`config.mk`:
```
export PLATFORM = sky130hd
export DESIGN_NAME = card_run_command_control
export DESIGN_NICKNAME = d
export VERILOG_FILES = /design/src/rtl/card_run_command_control.v /design/src/rtl/wait_ms_timer.v /design/src/rtl/cmd_seq_check.v
export VERILOG_INCLUDE_DIRS = /design/src /design/src/rtl
export SDC_FILE = /design/constraint.sdc
export NUM_CORES = 1
export LEC_CHECK = 0
export ABC_AREA = 0
export BUFFER_PORTS_ARGS = -buffer_cell sky130_fd_sc_hd__buf_2
export CAP_MARGIN = 10
export CORE_MARGIN = 3
export CORE_UTILIZATION = 52
export DETAILED_ROUTE_END_ITERATION = 7
export GPL_TIMING_DRIVEN = 0
export PLACE_DENSITY = 0.73
export SYNTH_ARGS = -nofsm -noshare
export SYNTH_HDL_FRONTEND = slang
export SYNTH_HIERARCHICAL = 1
export SYNTH_SLANG_ARGS = --single-unit
```
`constraint.sdc`:
```
create_clock -name mclk -period 3.76 [get_ports mclk]
set_input_delay 0.376 -clock mclk [delete_from_list [all_inputs] [get_ports mclk]]
set_output_delay 0.376 -clock mclk [all_outputs]
set_load 0.005 [all_outputs]
```
`src/rtl/card_run_consts.vh`:
```
`ifndef CARD_RUN_CONSTS_VH
`define CARD_RUN_CONSTS_VH

// register numbers as seen by host software
`define CMD_REG_ADDR 32'h00000064
`define TMO_REG_ADDR 32'h000480DA
`define TMO_RESET_VAL 32'h00000000

// command bit positions
`define CMD_FULL_RESET_BIT 0
`define CMD_LOAD_CONFIG_BIT 1
`define CMD_RUN_BEGIN_BIT 2
`define CMD_TRIG_ON_BIT 3
`define CMD_TRIG_FORCE_BIT 4
`define CMD_TRIG_OFF_BIT 5
`define CMD_RUN_HALT_BIT 6
`define WAIT_PRETRIG_BIT 12
`define WAIT_TRIG_BIT 13
`define WAIT_DONE_BIT 14

// completion codes
`define RES_OK 2'h0
`define RES_SEQUENCE 2'h1
`define RES_TIMEOUT 2'h2
`define RES_ABORT 2'h3

// wait selector codes
`define WSEL_NONE 2'h0
`define WSEL_PRETRIG 2'h1
`define WSEL_TRIG 2'h2
`define WSEL_DONE 2'h3

// timing
`define CLK_PERIOD_NS 10
`define MS_PERIOD_NS 1000000
`define MS_CYCLES ((`MS_PERIOD_NS + `CLK_PERIOD_NS - 1) / `CLK_PERIOD_NS)

`endif

```
`src/rtl/card_run_command_control.v`:
```
// Overview of operation
// - command register is write-only; several command bits may go in one write
// - any command bit not allowed in the present state rejects the whole write
// - bit 1h performs a full reset of card state
// - bit 2h loads configuration into hardware without starting
// - bit 4h starts a run, loading configuration in the same cycle if it changed
// - while running only live-capable settings accept changes
// - bit 8h enables trigger detection, with start or later
// - bit 10h forces a trigger; with start it acts as software trigger
// - bit 20h disables detection; triggers ignored until enabled again
// - a start leaves detection disabled unless enable comes with it
// - bit 40h stops the run; no effect when idle
// - waits end with success, timeout or abort by stop or reset
// - wait 1000h ends when pretrigger area first fills; acquisition only
// - wait 2000h ends on first trigger only
// - wait 4000h ends when the run has completed
// - timeout register holds milliseconds; zero disables it
// - with no timeout a wait that never reaches its target blocks forever
// - timeout disabled after reset; nonzero value applies to later waits until rewritten or cleared by full reset (bit 1h)
// - a timeout leaves run state untouched
`timescale 1ns/1ps
`include "card_run_consts.vh"

module card_run_command_control #(
   parameter MS_CYCLES = `MS_CYCLES
) (
   input wire mclk,
   input wire reset,
   input wire regWrite,
   input wire regRead,
   input wire [31:0] regAddr,
   input wire [31:0] regWrData,
   output reg [31:0] regRdData,
   output reg regRdValid,
   input wire acqMode,
   input wire trigPin,
   input wire pretrigFull,
   input wire runEnded,
   input wire settingsChanged,
   input wire settingWrite,
   input wire settingLive,
   output reg settingAccept,
   output reg runActive,
   output reg trigDetectEn,
   output reg trigAccept,
   output reg loadConfig,
   output reg runStart,
   output reg runHalt,
   output reg fullReset,
   output reg execDone,
   output reg [1:0] execResult,
   output reg waitBusy,
   output reg waitDone,
   output reg [1:0] waitResult
);
   reg [31:0] waitTimeoutReg;
   reg configDirty;
   reg pretrigSeen;
   reg trigSeen;
   reg readySeen;
   reg [1:0] waitSel;
   reg trigSync1;
   reg trigSync2;
   reg trigPrev;
   wire cmdWrite;
   wire tmoWrite;
   wire reject;
   wire timerExpired;
   wire cmdOk;
   wire doReset;
   wire doLoad;
   wire doStart;
   wire doTrigOn;
   wire doTrigOff;
   wire doForce;
   wire doHalt;
   wire [1:0] newWaitSel;
   wire trigRise;
   wire trigHit;
   wire abortWait;
   wire waitHit;
   wire timerArm;
   wire timerStop;
   wire tmoRead;
   reg next_waitDone;
   reg [1:0] next_waitResult;

   function [1:0] waitSelect;
      input [31:0] cmd;
      begin
         if (cmd[`WAIT_PRETRIG_BIT])
            waitSelect = `WSEL_PRETRIG;
         else if (cmd[`WAIT_TRIG_BIT])
            waitSelect = `WSEL_TRIG;
         else if (cmd[`WAIT_DONE_BIT])
            waitSelect = `WSEL_DONE;
         else
            waitSelect = `WSEL_NONE;
      end
   endfunction

   function addrHit;
      input [31:0] addr;
      input [31:0] target;
      begin
         addrHit = (addr == target);
      end
   endfunction

   assign cmdWrite = regWrite && addrHit(regAddr, `CMD_REG_ADDR);
   assign tmoWrite = regWrite && addrHit(regAddr, `TMO_REG_ADDR);
   assign tmoRead = regRead && addrHit(regAddr, `TMO_REG_ADDR);
   assign cmdOk = cmdWrite && !reject;

   // each bit decoded independently, so one write carries several
   assign doReset = cmdOk && regWrData[`CMD_FULL_RESET_BIT];
   assign doLoad = cmdOk && regWrData[`CMD_LOAD_CONFIG_BIT];
   assign doStart = cmdOk && regWrData[`CMD_RUN_BEGIN_BIT];
   assign doTrigOn = cmdOk && regWrData[`CMD_TRIG_ON_BIT];
   assign doTrigOff = cmdOk && regWrData[`CMD_TRIG_OFF_BIT];
   assign doForce = cmdOk && regWrData[`CMD_TRIG_FORCE_BIT];
   assign doHalt = cmdOk && regWrData[`CMD_RUN_HALT_BIT] && runActive;
   assign newWaitSel = cmdOk ? waitSelect(regWrData) : `WSEL_NONE;

   cmd_seq_check u_check (
      .cmd(regWrData),
      .runActive(runActive),
      .acqMode(acqMode),
      .waitBusy(waitBusy),
      .pretrigSeen(pretrigSeen),
      .trigSeen(trigSeen),
      .readySeen(readySeen),
      .reject(reject)
   );

   assign timerArm = (newWaitSel != `WSEL_NONE);
   // timer stops once the wait has ended for any reason
   assign timerStop = waitDone || doReset || (waitBusy && (waitHit || abortWait));

   wait_ms_timer #(
      .MS_CYCLES(MS_CYCLES)
   ) u_timer (
      .mclk(mclk),
      .reset(reset),
      .arm(timerArm),
      .disarm(timerStop),
      .limitMs(waitTimeoutReg),
      .expired(timerExpired)
   );

   // trigger pin crosses in through two flops
   always @(posedge mclk) begin
      if (reset) begin
         trigSync1 <= 1'b0;
         trigSync2 <= 1'b0;
         trigPrev <= 1'b0;
      end else begin
         trigSync1 <= trigPin;
         trigSync2 <= trigSync1;
         trigPrev <= trigSync2;
      end
   end

   assign trigRise = trigSync2 && !trigPrev;
   // detection looks only after prefill in acquisition disabled means ignored
   assign trigHit = runActive && trigDetectEn && trigRise && (pretrigSeen || !acqMode);

   assign waitHit = ((waitSel == `WSEL_PRETRIG) && pretrigSeen)
      || ((waitSel == `WSEL_TRIG) && trigSeen)
      || ((waitSel == `WSEL_DONE) && readySeen);
   assign abortWait = doReset || doHalt;

   // wait completion: success beats abort beats timeout
   always @* begin
      next_waitDone = 1'b0;
      next_waitResult = waitResult;
      if (waitBusy) begin
         if (waitHit) begin
            next_waitDone = 1'b1;
            next_waitResult = `RES_OK;
         end else if (abortWait) begin
            next_waitDone = 1'b1;
            next_waitResult = `RES_ABORT;
         end else if (timerExpired) begin
            next_waitDone = 1'b1;
            next_waitResult = `RES_TIMEOUT;
         end
      end
   end

   // register port and result strobes
   always @(posedge mclk) begin
      if (reset) begin
         waitTimeoutReg <= `TMO_RESET_VAL;
         regRdData <= 32'h00000000;
         regRdValid <= 1'b0;
         execDone <= 1'b0;
         execResult <= `RES_OK;
         settingAccept <= 1'b0;
      end else begin
         regRdValid <= regRead;
         if (tmoRead)
            regRdData <= waitTimeoutReg;
         else if (regRead)
            regRdData <= 32'h00000000;
         if (doReset)
            waitTimeoutReg <= `TMO_RESET_VAL;
         else if (tmoWrite)
            waitTimeoutReg <= regWrData;
         execDone <= cmdWrite;
         if (cmdWrite)
            execResult <= reject ? `RES_SEQUENCE : `RES_OK;
         // live-capable settings only while running
         settingAccept <= settingWrite && (!runActive || settingLive);
      end
   end

   // run state, trigger state and wait tracking
   always @(posedge mclk) begin
      if (reset) begin
         runActive <= 1'b0;
         trigDetectEn <= 1'b0;
         trigAccept <= 1'b0;
         loadConfig <= 1'b0;
         runStart <= 1'b0;
         runHalt <= 1'b0;
         fullReset <= 1'b0;
         configDirty <= 1'b1;
         pretrigSeen <= 1'b0;
         trigSeen <= 1'b0;
         readySeen <= 1'b0;
         waitSel <= `WSEL_NONE;
         waitBusy <= 1'b0;
         waitDone <= 1'b0;
         waitResult <= `RES_OK;
      end else begin
         waitDone <= next_waitDone;
         waitResult <= next_waitResult;
         if (next_waitDone) begin
            waitBusy <= 1'b0;
            waitSel <= `WSEL_NONE;
         end
         if (doReset) begin
            // state back to power-up; pending wait aborts above
            runActive <= 1'b0;
            trigDetectEn <= 1'b0;
            trigAccept <= 1'b0;
            loadConfig <= 1'b0;
            runStart <= 1'b0;
            runHalt <= 1'b0;
            fullReset <= 1'b1;
            configDirty <= 1'b1;
            pretrigSeen <= 1'b0;
            trigSeen <= 1'b0;
            readySeen <= 1'b0;
         end else begin
            fullReset <= 1'b0;
            // load happens on explicit request or on start with changed settings
            loadConfig <= doLoad || (doStart && configDirty);
            if (doLoad || doStart)
               configDirty <= 1'b0;
            else if (settingsChanged && !runActive)
               configDirty <= 1'b1;
            // a change arriving with the load stays pending
            if ((doLoad || doStart) && settingsChanged)
               configDirty <= 1'b1;
            runStart <= doStart;
            runHalt <= doHalt;
            if (doStart) begin
               runActive <= 1'b1;
               pretrigSeen <= 1'b0;
               trigSeen <= doForce;
               readySeen <= 1'b0;
            end else if (doHalt) begin
               runActive <= 1'b0;
            end else if (runActive) begin
               if (runEnded) begin
                  runActive <= 1'b0;
                  readySeen <= 1'b1;
               end
               if (pretrigFull && acqMode)
                  pretrigSeen <= 1'b1;
               if (trigHit || doForce)
                  trigSeen <= 1'b1;
            end
            // start clears detection unless enable rides along
            if (doTrigOn)
               trigDetectEn <= 1'b1;
            else if (doTrigOff || doStart || doHalt)
               trigDetectEn <= 1'b0;
            else if (runActive && runEnded)
               trigDetectEn <= 1'b0;
            trigAccept <= trigHit || doForce;
         end
         if (newWaitSel != `WSEL_NONE) begin
            waitBusy <= 1'b1;
            waitSel <= newWaitSel;
         end
      end
   end
endmodule // card_run_command_control

```
`src/rtl/wait_ms_timer.v`:
```
`timescale 1ns/1ps
`include "card_run_consts.vh"

module wait_ms_timer #(
   parameter MS_CYCLES = `MS_CYCLES
) (
   input wire mclk,
   input wire reset,
   input wire arm,
   input wire disarm,
   input wire [31:0] limitMs,
   output reg expired
);
   reg running;
   reg [31:0] limit;
   reg [31:0] divCount;
   reg [31:0] msCount;
   wire msTick;

   assign msTick = running && (divCount == MS_CYCLES - 1);

   always @(posedge mclk) begin
      if (reset) begin
         running <= 1'b0;
         limit <= `TMO_RESET_VAL;
         divCount <= 32'h00000000;
         msCount <= 32'h00000000;
         expired <= 1'b0;
      end else begin
         expired <= 1'b0;
         if (arm) begin
            // zero limit leaves the timer idle: wait blocks forever
            running <= (limitMs != `TMO_RESET_VAL);
            limit <= limitMs;
            divCount <= 32'h00000000;
            msCount <= 32'h00000000;
         end else if (disarm) begin
            running <= 1'b0;
         end else if (running) begin
            if (msTick) begin
               divCount <= 32'h00000000;
               if (msCount + 32'h00000001 == limit) begin
                  running <= 1'b0;
                  expired <= 1'b1;
               end
               msCount <= msCount + 32'h00000001;
            end else begin
               divCount <= divCount + 32'h00000001;
            end
         end
      end
   end
endmodule // wait_ms_timer

```
`src/rtl/cmd_seq_check.v`:
```
`timescale 1ns/1ps
`include "card_run_consts.vh"

module cmd_seq_check (
   input wire [31:0] cmd,
   input wire runActive,
   input wire acqMode,
   input wire waitBusy,
   input wire pretrigSeen,
   input wire trigSeen,
   input wire readySeen,
   output reg reject
);
   reg isReset;
   reg isStart;
   reg isHalt;
   reg trigCmd;
   reg [2:0] waits;
   reg anyWait;
   reg multiWait;
   reg targetSeen;
   reg running;

   always @* begin
      isReset = cmd[`CMD_FULL_RESET_BIT];
      isStart = cmd[`CMD_RUN_BEGIN_BIT];
      isHalt = cmd[`CMD_RUN_HALT_BIT];
      trigCmd = cmd[`CMD_TRIG_ON_BIT] | cmd[`CMD_TRIG_OFF_BIT] | cmd[`CMD_TRIG_FORCE_BIT];
      waits = {cmd[`WAIT_DONE_BIT], cmd[`WAIT_TRIG_BIT], cmd[`WAIT_PRETRIG_BIT]};
      anyWait = |waits;
      multiWait = (waits[0] & waits[1]) | (waits[0] & waits[2]) | (waits[1] & waits[2]);
      targetSeen = (waits[0] & pretrigSeen) | (waits[1] & trigSeen) | (waits[2] & readySeen);
      running = runActive | isStart;
      reject = 1'b0;
      // reset must stand alone
      if (isReset && (cmd[`CMD_RUN_HALT_BIT:`CMD_LOAD_CONFIG_BIT] != 6'h00 || anyWait))
         reject = 1'b1;
      if (isStart && (runActive || isHalt))
         reject = 1'b1;
      if (cmd[`CMD_TRIG_ON_BIT] && cmd[`CMD_TRIG_OFF_BIT])
         reject = 1'b1;
      if (trigCmd && !running)
         reject = 1'b1;
      if (anyWait && (multiWait || waitBusy || isHalt || isReset))
         reject = 1'b1;
      // prefill wait exists in acquisition only
      if (waits[0] && !acqMode)
         reject = 1'b1;
      if (anyWait && !running && !targetSeen)
         reject = 1'b1;
   end
endmodule // cmd_seq_check

```
After elaboration in Yosys (flattened, before gate mapping)
Index checks and enable logic that the tools add are counted.

operators by class
  $add $sub $neg = 2
  eq/ne operators = 8
  bitwise logic cells = 17
  reductions and logical operators = 81
  multiplexer cells = 46

operator list
  operator                                               count
  2-to-1 mux 32 bit                                      3
  adder 32 x 1 -> 32 bit, second input constant          2
  logical AND 1 bit                                      35
  2-to-1 mux 1 bit                                       34
  equality test 32 x 17 -> 1 bit, second input constant  1
  equality test 32 x 19 -> 1 bit, second input constant  1
  equality test 32 bit                                   1
  equality test 32 x 7 -> 1 bit, second input constant   1
  nonzero test 32 bit                                    1
  logical OR 1 bit                                       18
  2-to-1 mux 2 bit                                       9
  AND reduction 3 bit                                    4
  nonzero test 2 bit                                     6
  OR reduction 3 bit                                     3
  bitwise OR 1 bit                                       7
  bitwise AND 1 bit                                      6
  zero test 1 bit                                        6
  nonzero test 3 bit                                     2
  nonzero test 6 bit                                     1
  OR reduction 5 bit                                     1
  equality test 2 bit, second input constant             2
  inverter 1 bit                                         4
  AND reduction 2 bit                                    2
  OR reduction 2 bit                                     2
  2 further kinds                                        2

word-level totals
  output and inout port bits = 48
  bits in registers = 187
  word-level logic and storage cells = 183

Logic depth before layout (Yosys ltp)
  word-level depth = 20
  gate-level depth with buffers = 16
  depth with buffers taken out = 15

Modules after synthesis
Netlist, hierarchy kept.

by module, submodules not included
  module                    times used  cells an instance  area an instance (um^2)
  wait_ms_timer             1           640                5301.3
  card_run_command_control  1           352                3365.7
  cmd_seq_check             1           15                 100.1

Worst setup path before layout
Ideal clock, no wire load.

  kind = input -> register
  start = in regWrData[14]
  end = reg u_timer.divCount[31]
  setup slack = 622 ps
  data required time = 3632 ps
  stages on the path = 15
  setup time = 128 ps
  arrival = 3010 ps
  cell sequence = nand2b_1 > a21oi_1 > o2111ai_1 > a211o_1 > nor4_1 > buf_2 > a31oi_1 > o21ai_1 > nor4b_1 > nand3_1 > nor2_1 > nand2_1 > nor3_1 > xnor2_1 > nor2_1

on the way
  word-level cells in the longest chain between the ends = 20
  elaborated cells on any way between the ends = 41
  classes of those cells = mux (11); bitwise (7); reduce/logical (23)

RTL lines
  what                                                     line                                    text
  from (decl)                                              card_run_command_control.v:32           input wire [31:0] regWrData,
  OR reduction 3 bit or bitwise AND 1 bit (tied branches)  cmd_seq_check.v:30, cmd_seq_check.v:31
  logical OR 1 bit or bitwise OR 1 bit (tied branches)     cmd_seq_check.v:36, cmd_seq_check.v:31
  logical AND 1 bit or bitwise OR 1 bit (tied branches)    cmd_seq_check.v:36, cmd_seq_check.v:31
  2-to-1 mux 1 bit or logical OR 1 bit (tied branches)     cmd_seq_check.v:36, cmd_seq_check.v:44
  2-to-1 mux 1 bit or logical OR 1 bit (tied branches)     cmd_seq_check.v:38, cmd_seq_check.v:44
  2-to-1 mux 1 bit or logical OR 1 bit (tied branches)     cmd_seq_check.v:40, cmd_seq_check.v:44
  2-to-1 mux 1 bit or logical AND 1 bit (tied branches)    cmd_seq_check.v:42, cmd_seq_check.v:44
  2-to-1 mux 1 bit                                         cmd_seq_check.v:44                      if (anyWait && (multiWait || waitBusy || isHalt || isReset))
  [... 2 more ...]                                         --
  net reject                                               card_run_command_control.v:67           wire reject;
  [... 2 more ...]                                         --
  logical AND 1 bit (2 in a row)                           card_run_command_control.v:122          assign doHalt = cmdOk && regWrData[`CMD_RUN_HALT_BIT] && runActive;
  logical OR 1 bit                                         card_run_command_control.v:171          assign abortWait = doReset || doHalt;
  logical OR 1 bit                                         card_run_command_control.v:138          assign timerStop = waitDone || doReset || (waitBusy && (waitHit || abortWait));
  logical AND 1 bit                                        card_run_command_control.v:138
  logical OR 1 bit (*)                                     card_run_command_control.v:138
  net timerStop                                            card_run_command_control.v:83           wire timerStop;
  inverter 1 bit (no line) (*)                             --
  AND reduction 2 bit (no line) (*)                        --
  to (signal assigned)                                     wait_ms_timer.v:48                      divCount <= divCount + 32'h00000001;
  to (decl)                                                wait_ms_timer.v:16                      reg [31:0] divCount;

The timed path passes the listed nets; every way through them passes the cells marked *.
A chain may end at the register's enable or synchronous reset.

Worst setup path in the final report
  start = reg runActive
  end = reg u_timer.divCount[31]

on the way
  word-level cells in the longest chain between the ends = 18
  elaborated cells on any way between the ends = 28
  classes of those cells = mux (7); bitwise (2); reduce/logical (19)

RTL lines
  what                               line                            text
  from (decl)                        card_run_command_control.v:43   output reg runActive,
  from (signal assigned)             card_run_command_control.v:221  runActive <= 1'b0;
  from (signal assigned)             card_run_command_control.v:245  runActive <= 1'b0;
  from (signal assigned)             card_run_command_control.v:270  runActive <= 1'b1;
  logical OR 1 bit                   cmd_seq_check.v:38              if (isStart && (runActive || isHalt))
  logical AND 1 bit                  cmd_seq_check.v:38
  2-to-1 mux 1 bit                   cmd_seq_check.v:38
  2-to-1 mux 1 bit                   cmd_seq_check.v:40              if (cmd[`CMD_TRIG_ON_BIT] && cmd[`CMD_TRIG_OFF_BIT])
  2-to-1 mux 1 bit                   cmd_seq_check.v:42              if (trigCmd && !running)
  2-to-1 mux 1 bit                   cmd_seq_check.v:44
  2-to-1 mux 1 bit                   cmd_seq_check.v:47              if (waits[0] && !acqMode)
  2-to-1 mux 1 bit (*)               cmd_seq_check.v:49              if (anyWait && !running && !targetSeen)
  net reject                         card_run_command_control.v:67
  [... 2 more ...]                   --
  logical AND 1 bit (2 in a row)     card_run_command_control.v:122
  logical OR 1 bit                   card_run_command_control.v:171
  logical OR 1 bit                   card_run_command_control.v:138
  logical AND 1 bit                  card_run_command_control.v:138
  logical OR 1 bit (*)               card_run_command_control.v:138
  net timerStop                      card_run_command_control.v:83
  inverter 1 bit (no line) (*)       --
  AND reduction 2 bit (no line) (*)  --

Marks and branches as above.

==> impl_metrics.tcl <==
set metrics [dict create \
    area_delta_synth_final_pct 17.14 \
    ant_nets 0 \
    routed_wl_mm 24.02 \
    initial_utilization 0.5421 \
    skew_ns 0.01324 \
    crit_top_cell "nor2_1" \
    num-nets-final 1226 \
    worst_setup_path_start_kind "flip-flop" \
    max_stage_delay_ns 0.42 \
    clk_pin_slew_ns 0.08 \
    worstPathArrival_ns 3.79 \
    grt_start_max_net_pins 19 \
    peakVddDrop_mv 0.3286 \
    grt.overflow.total 0 \
    cts_buffers 17 \
    critPathTopFamily "simple AND/OR/NAND/NOR gates" \
    drt-initial-drc-count 675 \
    io_buffer_count 121 \
    worstSetupPathType "flip-flop to flip-flop" \
    hold_slack_ns 0.1631 \
    grt_usage 0.2635 \
    p_leak_uw 0.004036 \
    dieArea_um2 18450 \
    fill_cells 1379 \
    gp_congestion 0.9327 \
    ys_warn_count 6 \
    relSlewSlack 0.4769 \
    fmax_mhz 287.0 \
    diodes 0 \
    setup_violations 0 \
    p_int_uw 2933 \
    route.detailed.drc 0 \
    hold_violations 0 \
    synth_flop_cell "dfxtp_1" \
    drtPass1Iterations 5 \
    synthCells 1007 \
    dieHeight_um 135.8 \
    synthesis.area_um2 8767 \
    period_share 0.9268 \
    yosysSeqAreaShare 0.4247 \
    cap_violations 0 \
    critPathCaptureType "flip-flop" \
    path_cells "nor2_1, o32ai_2, o2111ai_1, a211o_1, nor4_2, buf_2, a31oi_1, o21ai_2, buf_4, nor4b_4, nand3_1, nor2_2, nand2_1, nor3_1, xnor2_1, nor2_1" \
    crit_fanout 11 \
    combPwrFrac 0.034 \
    synthArstFlopShare 0 \
    hold_path.class "primary input to flip-flop" \
    vias 7953 \
    syn_avg_cell_area_um2 8.706 \
    fin_ws_ns 0.2752 \
    ys_seq_elements 186 \
    rows 46 \
    power_density_nw_per_um2 377.4 \
    r2r_setup_slack_ns 0.28 \
    cts_hold_buf 0 \
    htreeDepth 4 \
    cts_sinks 186 \
    drive_gt1_frac 0.1652 \
    cts_tree "done" \
    cts_max_path_buffers 2 \
    switchingPower_uw 942.5 \
    detail_route.wl_per_cell_um 17.43 \
    seqPwrFrac 0.508 \
    insertion_delay_ns 0.43 \
    finalMaxSlewViolations 0 \
    grt_pass1_wl_mm 38.66 \
    dp_slack_ns -0.4755 \
    syn-num-nets 1084 \
    ys_types 72 \
    avgViaCountPerCell 5.771 \
    worst_ep_required_time_ns 4.06 \
    cp_slowest_cell "nor4b_4" \
    ios 123 \
    status "finished, final reports clean" \
    synth_edf_count 0 \
    cts_root_buf "clkbuf_16" \
    antenna_found_initial 0 \
    path_buf_inv 2 \
    core_um2 16170 \
    swShare 0.2432 \
    power_frac_clock 0.458 \
    place_hpwl_mm 17.82 \
    worst_pin_slew_ns 0.7649 \
    grt_pass1_vias 7399 \
    min_period_ns 3.485 \
    die_x_um 135.8 \
]
==> power by group through the flow <==
| stage | clock network (uW) | logic (uW) | registers, uW |
|---|---|---|---|
| 2_1_floorplan | 0 | 52.7 | 2020 |
| 3_3_place_gp | 0 | 129 | 2020 |
| 3_5_place_dp | 0 | 129 | 2020 |
| 4_1_cts | 1810 | 130 | 1970 |
| 5_1_grt | 1890 | 143 | 1970 |
| 6_report | 1770 | 130 | 1970 |
==> flip-flops by register name, summed over array words and instances, names as in the netlist, 2 cells and up <==
signal / flops
regRdData: 32
u_timer/divCount: 32
u_timer/limit: 32
u_timer/msCount: 32
waitResult: 2
waitSel: 2
waitTimeoutReg: 32
==> what timing repair did <==
item	4_1_cts	5_1_grt
pin swaps	0	1
endpoints found under the setup margin	19	52
endpoints found under the hold margin	0	0
gates resized for setup	3	7
buffers inserted	0	2
cloned	0	0
==> stage by stage <==
stage          instances  area (um2)  power, uW  setup TNS (ns)    util
6_report            1378       10270       3876               0  0.6350
5_1_grt             1378       10270       4007       -0.002043  0.6350
4_1_cts             1376       10230       3910               0  0.6327
3_5_place_dp        1344        9643       2147          -4.094  0.5962
3_3_place_gp        1344        9643       2146          -4.690  0.5962
2_1_floorplan       1007        8767       2070               0       -
==> layout by cell type (no fill, tap or decap), types with 9 or more instances in the layout <==
cell type    n
and3_1      12
mux2i_1     69
o21ai_0     20
nand2_1     54
nor4_1      27
xor2_1      45
clkbuf_1    44
a21oi_1     29
or3_1       16
a22oi_1     33
nor3_1      21
inv_1       15
buf_2      127
nand2b_1     9
dfxtp_1    185
nor2_1     185
nand3_1     30
and4_1       9
clkbuf_16   17
nand4_1     30
xnor2_1     47
==> routing by layer <==
metal,track usage,vias up,wire length [um],part of all wire
li1,-,3860,-,-
met1,0.3560,3759,10690,0.45
met4,0.07279,0,451,0.019
met3,0.06070,41,1667,0.069
met5,0,-,0,0
met2,0.4256,293,11210,0.47
==> final timing paths <==
path / end / startpoint / cells past startpoint
setup / recovery: u_timer/divCount[31]$_SDFFE_PP0P_ / runActive$_SDFF_PP0_ / 16
hold / removal: settingAccept$_SDFF_PP0_ / settingLive / 2
setup reg to reg: u_timer/divCount[31]$_SDFFE_PP0P_ / runActive$_SDFF_PP0_ / 16
hold reg to reg: trigSync2$_SDFF_PP0_ / trigSync1$_SDFF_PP0_ / 1
==> logic make-up after synthesis <==
group / share of synthesized area
mux: 0.08263
simple gates: 0.2642
flops: 0.4247
fa+ha+maj: 0.002854
compound gates: 0.09862
buf+inv: 0.03468
other cells: 0.0004277
xor+xnor: 0.09191
==> cell usage after synthesis (3+ instances only) <==
master | number | area [um2]
a2111oi_0 | 4 | 35.03
a211oi_1 | 5 | 37.54
a21oi_1 | 29 | 145.1
a22oi_1 | 33 | 247.7
a31oi_1 | 3 | 18.77
and2_1 | 8 | 50.05
and3_1 | 12 | 75.07
and4_1 | 9 | 78.83
buf_1 | 4 | 15.01
buf_2 | 6 | 30.03
buf_4 | 4 | 30.03
clkbuf_1 | 45 | 168.9
dfxtp_1 | 186 | 3724
inv_1 | 15 | 56.30
mux2i_1 | 69 | 690.7
nand2_1 | 54 | 202.7
nand2b_1 | 9 | 56.30
nand3_1 | 30 | 150.1
nand3b_1 | 4 | 30.03
nand4_1 | 30 | 187.7
nand4b_1 | 5 | 43.79
nor2_1 | 187 | 701.9
nor2b_1 | 8 | 50.05
nor3_1 | 21 | 105.1
nor4_1 | 28 | 175.2
nor4_2 | 5 | 62.56
nor4b_1 | 6 | 52.55
o21ai_0 | 20 | 100.1
o21ai_1 | 3 | 15.01
o41ai_1 | 3 | 26.28
or2_2 | 3 | 18.77
or3_1 | 16 | 100.1
or4_1 | 3 | 22.52
xnor2_1 | 47 | 411.6
xor2_1 | 45 | 394.1
==> area by class of cell <==
| class | count | area, um2 | area share |
|---|---|---|---|
| timing repair buffer | 123 | 620.6 | 0.06043 |
| buffer | 59 | 246.5 | 0.02400 |
| multi-input combinational | 746 | 4770 | 0.4644 |
| inverter | 16 | 60.06 | 0.005848 |
| tap | 216 | 270.3 | 0.02632 |
| clock inverter | 12 | 121.4 | 0.01182 |
| clock buffer | 20 | 456.7 | 0.04447 |
| sequential | 186 | 3725 | 0.3627 |
(Power assumes the default switching activity.)
